$ cat src/verilog/plm_pkg.sv
// Notes on behaviour
// RL1: Input 09h routed into the third XOR gate.
// RL2: Per-input invert bit complements selected source.
// RL3: Input 0Dh drives flop one clear, low-active.
// RL4: Input 0Fh drives flop two clock.
// RL5: Four bytes report pin levels, ascending order.
// RL6: Matrix select bytes reset to zero.
// RL7: Offsets ACh and ADh reserved, read zero.
// RL8: Source is a pin or another element.
// RL9: Flops capture on rising edge, clear asynchronously. Only q clears at once; the feedback copy q_raw clears on the next sys_clk edge.
package plm_pkg;

  localparam int unsigned NUM_PINS    = 32;
  localparam int unsigned NUM_ROUTED  = 8;
  localparam int unsigned NUM_SEL_REG = 4;
  localparam int unsigned NUM_ELEM    = 7;

  // Register offsets
  localparam logic [7:0] OFS_SEL5  = 8'hA4;
  localparam logic [7:0] OFS_SEL6  = 8'hA5;
  localparam logic [7:0] OFS_SEL7  = 8'hA6;
  localparam logic [7:0] OFS_SEL8  = 8'hA7;
  localparam logic [7:0] OFS_PIN1  = 8'hA8;
  localparam logic [7:0] OFS_PIN2  = 8'hA9;
  localparam logic [7:0] OFS_PIN3  = 8'hAA;
  localparam logic [7:0] OFS_PIN4  = 8'hAB;
  localparam logic [7:0] OFS_RSVD0 = 8'hAC;
  localparam logic [7:0] OFS_RSVD1 = 8'hAD;

  // Reset values
  localparam logic [7:0] RST_SEL  = 8'h00;
  localparam logic [7:0] RST_RSVD = 8'h00;
  localparam logic [7:0] RST_RD   = 8'h00;

  // Field positions inside a select byte
  localparam int unsigned FLD_EVEN_SEL_LSB = 0;
  localparam int unsigned FLD_EVEN_INV     = 3;
  localparam int unsigned FLD_ODD_SEL_LSB  = 4;
  localparam int unsigned FLD_ODD_INV      = 7;

  // Source select code for the routed pin
  localparam logic [2:0] SEL_PIN = 3'h0;

  // Routed input index = matrix input number minus 08h
  localparam int unsigned IDX_THIRD_XOR_GATE_A  = 0;
  localparam int unsigned IDX_THIRD_XOR_GATE_B  = 1;
  localparam int unsigned IDX_FF1_D   = 2;
  localparam int unsigned IDX_FF2_D   = 3;
  localparam int unsigned IDX_FF1_CLK = 4;
  localparam int unsigned IDX_FF1_CLR = 5;
  localparam int unsigned IDX_FF2_CLR = 6;
  localparam int unsigned IDX_FF2_CLK = 7;

  typedef struct packed {
    logic       invert;
    logic [2:0] sel;
  } plm_route_t;

  typedef struct packed {
    logic       wr;
    logic       rd;
    logic [7:0] addr;
    logic [7:0] wdata;
  } plm_cfg_req_t;

endpackage : plm_pkg

$ cat src/verilog/plm_matrix_flop.sv
`timescale 1ns/1ps
module plm_matrix_flop (
  input  wire logic sys_clk,
  input  wire logic rst,
  input  wire logic d,
  input  wire logic clk_src,
  input  wire logic clr_n,
  output logic      q,
  output logic      q_raw
);
  import plm_pkg::*;

  logic clk_prev_q;
  logic clk_prev_d;
  logic q_q;
  logic q_d;

  always_comb begin
    clk_prev_d = clk_src;
    q_d        = q_q;
    if (!clr_n) begin
      q_d = 1'b0; // [RL9]
    end else if (clk_src && !clk_prev_q) begin
      q_d = d; // [RL9]
    end
  end

  always_ff @(posedge sys_clk or posedge rst) begin
    if (rst) begin
      clk_prev_q <= 1'b0;
      q_q        <= 1'b0;
    end else begin
      clk_prev_q <= clk_prev_d;
      q_q        <= q_d;
    end
  end

  // Clear masks the output at once, ahead of the register
  assign q     = q_q & clr_n; // [RL9]
  // Unmasked copy for feedback, avoids a combinational loop
  assign q_raw = q_q;

endmodule : plm_matrix_flop

$ cat src/verilog/plm_matrix.sv
`timescale 1ns/1ps
module plm_matrix #(
  parameter int unsigned PINS = plm_pkg::NUM_PINS
) (
  input  wire logic                sys_clk,
  input  wire logic                rst,
  input  wire plm_pkg::plm_cfg_req_t cfg_req,
  output logic [7:0]               cfg_rdata,
  output logic                     cfg_rvalid,
  input  wire logic [PINS-1:0]     programmable_pin,
  input  wire logic [7:0]          matrix_pin_src,
  input  wire logic [3:0]          lower_elem_out,
  output logic                     third_xor_gate,
  output logic                     flop1_q,
  output logic                     flop2_q
);
  import plm_pkg::*;

  // Pin synchronisers
  logic [PINS-1:0] pin_meta_q;
  logic [PINS-1:0] pin_sync_q;
  logic [7:0]      src_meta_q;
  logic [7:0]      src_sync_q;

  // Configuration and read path
  logic [7:0] sel_q [NUM_SEL_REG];
  logic [7:0] sel_d [NUM_SEL_REG];
  logic [7:0] rdata_q;
  logic [7:0] rdata_d;
  logic       rvalid_q;
  logic       rvalid_d;

  // Matrix state
  logic                third_xor_gate_q;
  logic                third_xor_gate_d;
  logic [NUM_ROUTED-1:0] routed;
  logic [NUM_ELEM:1]   elem;
  logic                ff1_raw;
  logic                ff2_raw;
  logic                ff1_q;
  logic                ff2_q;

  function automatic plm_route_t route_field(input logic [7:0] cfg, input logic odd);
    plm_route_t r;
    if (odd) begin
      r.invert = cfg[FLD_ODD_INV];
      r.sel    = cfg[FLD_ODD_SEL_LSB +: 3];
    end else begin
      r.invert = cfg[FLD_EVEN_INV];
      r.sel    = cfg[FLD_EVEN_SEL_LSB +: 3];
    end
    return r;
  endfunction : route_field

  function automatic logic route_level(input plm_route_t r, input logic pin, input logic [NUM_ELEM:1] el);
    logic src;
    src = (r.sel == SEL_PIN) ? pin : el[r.sel]; // [RL8]
    return src ^ r.invert; // [RL2]
  endfunction : route_level

  function automatic logic in_range(input logic [7:0] a, input logic [7:0] lo, input logic [7:0] hi);
    return (a >= lo) && (a <= hi);
  endfunction : in_range

  always_ff @(posedge sys_clk or posedge rst) begin
    if (rst) begin
      pin_meta_q <= '0;
      pin_sync_q <= '0;
      src_meta_q <= '0;
      src_sync_q <= '0;
    end else begin
      pin_meta_q <= programmable_pin;
      pin_sync_q <= pin_meta_q;
      src_meta_q <= matrix_pin_src;
      src_sync_q <= src_meta_q;
    end
  end

  // Element outputs seen by select codes 1..7
  always_comb begin
    elem[4:1] = lower_elem_out;
    elem[5]   = third_xor_gate_q;
    elem[6]   = ff1_raw;
    elem[7]   = ff2_raw;
  end

  // Routed inputs 08h..0Fh, two per select byte
  always_comb begin
    for (int i = 0; i < NUM_ROUTED; i++) begin
      routed[i] = route_level(route_field(sel_q[i / 2], i[0]), src_sync_q[i], elem); // [RL2]
    end
  end

  always_comb begin
    third_xor_gate_d = routed[IDX_THIRD_XOR_GATE_A] ^ routed[IDX_THIRD_XOR_GATE_B]; // [RL1]
  end

  plm_matrix_flop u_flop1 (
    .sys_clk (sys_clk),
    .rst     (rst),
    .d       (routed[IDX_FF1_D]),
    .clk_src (routed[IDX_FF1_CLK]),
    .clr_n   (routed[IDX_FF1_CLR]), // [RL3]
    .q       (ff1_q),
    .q_raw   (ff1_raw)
  );

  plm_matrix_flop u_flop2 (
    .sys_clk (sys_clk),
    .rst     (rst),
    .d       (routed[IDX_FF2_D]),
    .clk_src (routed[IDX_FF2_CLK]), // [RL4]
    .clr_n   (routed[IDX_FF2_CLR]),
    .q       (ff2_q),
    .q_raw   (ff2_raw)
  );

  // Register writes
  always_comb begin
    for (int i = 0; i < NUM_SEL_REG; i++) begin
      sel_d[i] = sel_q[i];
    end
    if (cfg_req.wr && in_range(cfg_req.addr, OFS_SEL5, OFS_SEL8)) begin
      sel_d[2'(cfg_req.addr - OFS_SEL5)] = cfg_req.wdata;
    end
  end

  // Register reads, one cycle after the strobe
  always_comb begin
    rvalid_d = cfg_req.rd;
    rdata_d  = rdata_q;
    if (cfg_req.rd) begin
      unique case (cfg_req.addr)
        OFS_SEL5:  rdata_d = sel_q[0];
        OFS_SEL6:  rdata_d = sel_q[1];
        OFS_SEL7:  rdata_d = sel_q[2];
        OFS_SEL8:  rdata_d = sel_q[3];
        OFS_PIN1:  rdata_d = pin_sync_q[7:0]; // [RL5]
        OFS_PIN2:  rdata_d = pin_sync_q[15:8]; // [RL5]
        OFS_PIN3:  rdata_d = pin_sync_q[23:16]; // [RL5]
        OFS_PIN4:  rdata_d = pin_sync_q[31:24]; // [RL5]
        OFS_RSVD0: rdata_d = RST_RSVD; // [RL7]
        OFS_RSVD1: rdata_d = RST_RSVD; // [RL7]
        default:   rdata_d = RST_RD;
      endcase
    end
  end

  always_ff @(posedge sys_clk or posedge rst) begin
    if (rst) begin
      for (int i = 0; i < NUM_SEL_REG; i++) begin
        sel_q[i] <= RST_SEL; // [RL6]
      end
      rdata_q  <= RST_RD;
      rvalid_q <= 1'b0;
      third_xor_gate_q   <= 1'b0;
    end else begin
      for (int i = 0; i < NUM_SEL_REG; i++) begin
        sel_q[i] <= sel_d[i];
      end
      rdata_q  <= rdata_d;
      rvalid_q <= rvalid_d;
      third_xor_gate_q   <= third_xor_gate_d;
    end
  end

  assign cfg_rdata      = rdata_q;
  assign cfg_rvalid     = rvalid_q;
  assign third_xor_gate = third_xor_gate_q;
  assign flop1_q        = ff1_q;
  assign flop2_q        = ff2_q;

endmodule : plm_matrix

$ cat config.mk
export PLATFORM = sky130hd
export DESIGN_NAME = plm_matrix
export DESIGN_NICKNAME = d
export VERILOG_FILES = /design/src/verilog/plm_pkg.sv /design/src/verilog/plm_matrix_flop.sv /design/src/verilog/plm_matrix.sv
export SDC_FILE = /design/constraint.sdc
export NUM_CORES = 1
export LEC_CHECK = 0
export ABC_CLOCK_PERIOD_IN_PS = 5300
export BUFFER_PORTS_ARGS = -buffer_cell sky130_fd_sc_hd__buf_2
export CAP_MARGIN = 20
export CORE_UTILIZATION = 54
export CTS_BUF_LIST = sky130_fd_sc_hd__clkbuf_4
export CTS_CLUSTER_SIZE = 12
export DETAILED_ROUTE_END_ITERATION = 10
export GPL_ROUTABILITY_DRIVEN = 0
export PLACE_DENSITY = 0.76
export SLEW_MARGIN = 10
export SYNTH_ARGS = -nofsm -noshare
export SYNTH_HDL_FRONTEND = slang
export SYNTH_SLANG_ARGS = --single-unit
$ cat constraint.sdc
create_clock -name sys_clk -period 5.3 [get_ports sys_clk]
set_input_delay 0.53 -clock sys_clk [delete_from_list [all_inputs] [get_ports sys_clk]]
set_output_delay 0.53 -clock sys_clk [all_outputs]
set_load 0.005 [all_outputs]
=== Yosys cells after proc, flatten, opt, wreduce, memory -nomap -nowiden ===
Index checks and enable logic that the tools add are counted.

* Add/sub/neg operators: 1
* Magnitude comparators: 12
* Equal/unequal tests: 10
* Mux-type cells: 32
* Bitwise logic cells: 12
* Reduce and logical (&&, ||, !) cells: 15

{| class="wikitable"
|+ Operator list
! cell !! number
|-
| 8-bit equality test, second input constant || 8
|-
| 8-bit case mux with 8 select lines || 1
|-
| 32-bit bitwise mux || 1
|-
| 3-bit by 4-bit less-than comparator with 1-bit output, second input constant || 8
|-
| 1-bit binary-select mux with 3-bit select || 8
|-
| 3-bit zero test || 8
|-
| 1-bit 2-to-1 mux || 20
|-
| 8-bit demux with 2-bit select || 1
|-
| 1-bit XOR || 9
|-
| 8-bit greater-or-equal comparator, second input constant || 1
|-
| 8-bit less-or-equal comparator, second input constant || 1
|-
| 8-bit 2-to-1 mux || 1
|-
| 1-bit logical AND || 5
|-
| 2-bit inequality test, second input constant || 2
|-
| 3-bit greater-or-equal comparator, second input constant || 1
|-
| 3-bit by 1-bit less-than comparator with 1-bit output, second input constant || 1
|-
| 2-bit inverter with 3-bit output || 1
|-
| 1-bit AND || 2
|-
| 1-bit zero test || 2
|-
| 2-bit by 1-bit subtractor with 2-bit output, second input constant || 1
|}

* Register bits: 126
* Output and inout port bits: 12

=== Longest topological paths before layout ===
* Depth in word-level cells: 7
* Depth in mapped cells: 7
* Gate-level depth less buffers: 5

=== Hierarchy ===
From an unflattened synthesis, not the netlist that was laid out.

* Cells, all modules: 322
* Area, all modules: 4916.0 µm²

{| class="wikitable"
|+ Modules (own cells, without submodules)
! module !! times used !! cells each !! area an instance (µm²) !! seq. area each (µm²)
|-
| plm_matrix || 1 || 306 || 4738.3 || 3052.9
|-
| plm_matrix_flop || 2 || 8 || 88.8 || 50.0
|}

=== Least setup slack after synthesis ===
No wires, ideal clock.

* Kind: input to output
* Start point: input port lower_elem_out[2]
* End point: output port flop1_q
* Arrival time: 1.409 ns
* Required time: 4.770 ns
* Setup slack: 3.361 ns
* Stages: 4
* Cells stage by stage: mux4_2 > mux2i_1 > xnor2_1 > and2_1

* Word-level cells in the longest chain between the ends: 5

{| class="wikitable"
|+ Ends and longest elaborated chain
! what !! RTL line !! RTL
|-
| from (decl) || plm_matrix.sv:12 || <nowiki>input wire logic [3:0] lower_elem_out,</nowiki>
|-
| 1-bit binary-select mux with 3-bit select || plm_matrix.sv:57 || <nowiki>src = (r.sel == SEL_PIN) ? pin : el[r.sel];</nowiki>
|-
| 1-bit 2-to-1 mux (implied by the code) || plm_matrix.sv:57 ||
|-
| 1-bit 2-to-1 mux || plm_matrix.sv:57 ||
|-
| 1-bit XOR || plm_matrix.sv:58 || <nowiki>return src ^ r.invert;</nowiki>
|-
| 1-bit AND || plm_matrix_flop.sv:39 || <nowiki>assign q = q_q & clr_n;</nowiki>
|-
| to (decl) || plm_matrix.sv:14 || <nowiki>output logic flop1_q,</nowiki>
|}

Every way passes these cells. The select of a mux whose other input is x is not followed.

=== Worst setup path in the final report ===
* Start point: register u_flop2.q_q, in the netlist u_flop2.q_raw
* End point: output port flop2_q

* Word-level cells in the longest chain between the ends: 5

{| class="wikitable"
|+ Ends and longest elaborated chain
! what !! RTL line !! RTL
|-
| from (decl) || plm_matrix_flop.sv:15 || <nowiki>logic q_q;</nowiki>
|-
| from (signal assigned) || plm_matrix_flop.sv:34 || <nowiki>q_q <= q_d;</nowiki>
|-
| 1-bit binary-select mux with 3-bit select || plm_matrix.sv:57 ||
|-
| 1-bit 2-to-1 mux (implied by the code) || plm_matrix.sv:57 ||
|-
| 1-bit 2-to-1 mux || plm_matrix.sv:57 ||
|-
| 1-bit XOR || plm_matrix.sv:58 ||
|-
| 1-bit AND * || plm_matrix_flop.sv:39 ||
|-
| to (decl) || plm_matrix.sv:15 || <nowiki>output logic flop2_q</nowiki>
|}

Mark *: on every way between the ends. The rest lies on a longest branch, timed or not. The select of a mux whose other input is x is not followed.

==> results.ini <==
[outcome]
status = completed

[floorplan]
fp.dieW_um = 97.28
io_pins = 76
start_util = 0.5594
coreArea_sq_um = 8763
die_h_um = 97.28
dieArea_sq_um = 9463
num_rows = 34

[sta]
fin_crit_sh = 0.5212
hold_viol_final = 0
tns_ns = 0
setup_ws_ns = 2.538
setup_viol = 0
worstMarginPinSlew_ns = 0.9228
max_slew_margin = 0.3848
fin_skew_ns = 0.01243
rsz0062_at_grt = no
fmax_ghz = 0.3620
finalMaxSlewViolations = 0
min_period_ns = 2.762

[clock_network]
clk_pin_slew_ns = 0.13
clk_latency_ns = 0.52
htree_num_levels = 4
cts_max_path_buffers = 2
cts_tree = built
postCtsResizedCells = 0
post_cts_buffers = 0
postCtsHoldBufs = 0
clock_tree.root_cell = clkbuf_4
numCtsBuffers = 17
cts.sinks = 126

[logic_synthesis]
ys_warn_count = 0
syn_inst = 320
synthFlopType = dfrtp_1
ys_seq_area_frac = 0.6432
synth-edff-count = 0
synth.avg_cell_area_sq_um = 15.32
synth_cell_types = 35
synthArstFlopShare = 1.000
synth_nets = 384
ys_ff_latch = 126
syn-cell-area_sq_um = 4902

[detailed_routing]
drc = 0
wl_met3_um = 494
wirelength_met1_um = 4194
wl_per_cell_um = 18.53
routed_wl_um = 9712
top_layer = met4
met2_wirelength_um = 4846
via_per_inst = 5.805
drtPass1Iterations = 6
ant_nets = 0
vias = 3042
detail_route.iter0.violations = 215

[placed_design]
io_buffers = 75
dp_hpwl_um = 6867
post-place-ws_ns = 2.924
post_dp_cell_area_sq_um = 5356

[grt]
antenna_found_initial = 0
grt_pass1_vias = 3112
globalRoute.totalOverflow = 0
track_usage = 0.2239
grt_pass1_wl_um = 15940
grt_max_degree = 78

[cells_and_area]
drive_above_1_share = 0.4048
nNetsFinal = 466
area_delta_synth_final_pct = 14.91
fin_area_sq_um = 5633
fillerInstances = 646

[setup_path]
critPathLaunchType = flop
end_kind = primary output
cp.arrival_ns = 2.23
crit_type = reg -> out
worstPathRequired_ns = 4.77
path_cells = mux4_2 -> mux2i_1 -> xnor2_1 -> and2_1 -> buf_2
cp_slowest_cell = dfrtp_1
crit_fanout = 10
cp_slowest_stage_delay_ns = 0.52

[power]
power.total_mw = 1.813
p_per_area_nw_per_um2 = 321.8
max-vdd-ir-drop_mv = 0.2362
p_leak_nw = 2.576

[min_path]
worstHoldPathType = in -> reg

[run]
cap_violations = 0

==> cells in the mapped netlist (6+ instances only) <==
library cell | count | area, sq um
a22o_1 | 6 | 52.55
o32ai_1 | 7 | 61.31
mux4_2 | 16 | 360.4
dfrtp_1 | 126 | 3153
o22ai_1 | 14 | 87.58
clkbuf_1 | 6 | 22.52
inv_1 | 14 | 52.55
mux2_2 | 35 | 394.1
mux2i_1 | 17 | 170.2
nand2_1 | 15 | 56.30
nand3_1 | 8 | 40.04
==> area by class of cell <==
class / instances / area, sq um / area share
flip-flops and latches: 126 / 3153 / 0.5598
multi-input cells: 167 / 1630 / 0.2894
repair buffers: 76 / 382.9 / 0.06797
clock inverters: 15 / 146.4 / 0.02599
well taps: 108 / 135.1 / 0.02399
clock buffers: 17 / 127.6 / 0.02266
inverters: 14 / 55.05 / 0.009773
diodes: 1 / 2.502 / 0.0004442
==> cells by family after synthesis <==
| kind of cell | synth area share |
|---|---|
| muxes | 0.1886 |
| buffers and inverters | 0.02425 |
| xor gates and xnor gates | 0.01608 |
| DFF | 0.6432 |
| AOI/OAI and AO/OA | 0.07606 |
| and+or+nand+nor | 0.05181 |
==> power breakdown <==
group | total (mW) | internal (mW) | switching (mW)
clock network | 0.621 | 0.212 | 0.408
logic | 0.144 | 0.0713 | 0.0727
registers | 1.05 | 1.01 | 0.0380
total | 1.81 | 1.29 | 0.519
==> cells in the final DEF (no fill, tap or decap), types with 6 or more instances in the layout <==
| master | count |
|---|---|
| dfrtp_1 | 126 |
| buf_2 | 75 |
| mux2_2 | 35 |
| mux2i_1 | 17 |
| clkbuf_4 | 17 |
| mux4_2 | 16 |
| nand2_1 | 15 |
| o22ai_1 | 14 |
| inv_1 | 13 |
| nand3_1 | 8 |
| o32ai_1 | 7 |
| a22o_1 | 6 |
==> metal layers <==
layer | vias to the layer above | GRT usage
li1 | 1353 | -
met1 | 1571 | 0.2999
met2 | 103 | 0.3516
met3 | 15 | 0.06043
met4 | 0 | 0.09050
met5 | - | 0
==> state kept, by name, summed over array words and instances, names as in the netlist <==
name and count:
pin_meta_q 32, pin_sync_q 32, sel_q 32, cfg_rdata 8, src_meta_q 8, src_sync_q 8, cfg_rvalid 1, third_xor_gate 1
u_flop1.clk_prev_q 1, u_flop1.q_raw 1, u_flop2.clk_prev_q 1, u_flop2.q_raw 1
==> worst max-delay path: cells and delay by family (launching register included) <==
| kind | cells | cell delay (ns) |
|---|---|---|
| XOR/XNOR | 1 | 0.22 |
| buffers and inverters | 1 | 0.11 |
| flip-flops | 1 | 0.52 |
| multiplexers | 2 | 0.69 |
| AND/OR/NAND/NOR | 1 | 0.18 |
==> worst paths after layout <==
path	slack, ns	cells past startpoint	startpoint	end
setup / recovery	2.54	5	u_flop2.q_raw	flop2_q
hold / removal	0.11	1	programmable_pin[19]	pin_meta_q[19]
setup reg to reg	3.41	5	u_flop2.q_raw	u_flop1.q_raw
hold reg to reg	0.36	0	src_meta_q[0]	src_sync_q[0]
max in group asynchronous	3.93	3	rst	pin_sync_q[12]
min in group asynchronous	0.20	2	rst	src_sync_q[2]
==> metrics by stage <==
step,std cells,util,hold slack (ns)
global route,523,0.6425,0.05837
floorplan,320,-,0.3312
finish,524,0.6428,0.1096
CTS,523,0.6425,0.07105
detailed placement,491,0.6112,0.3347
global placement,491,0.6112,0.3330
Power figures use the tool's default switching activity.
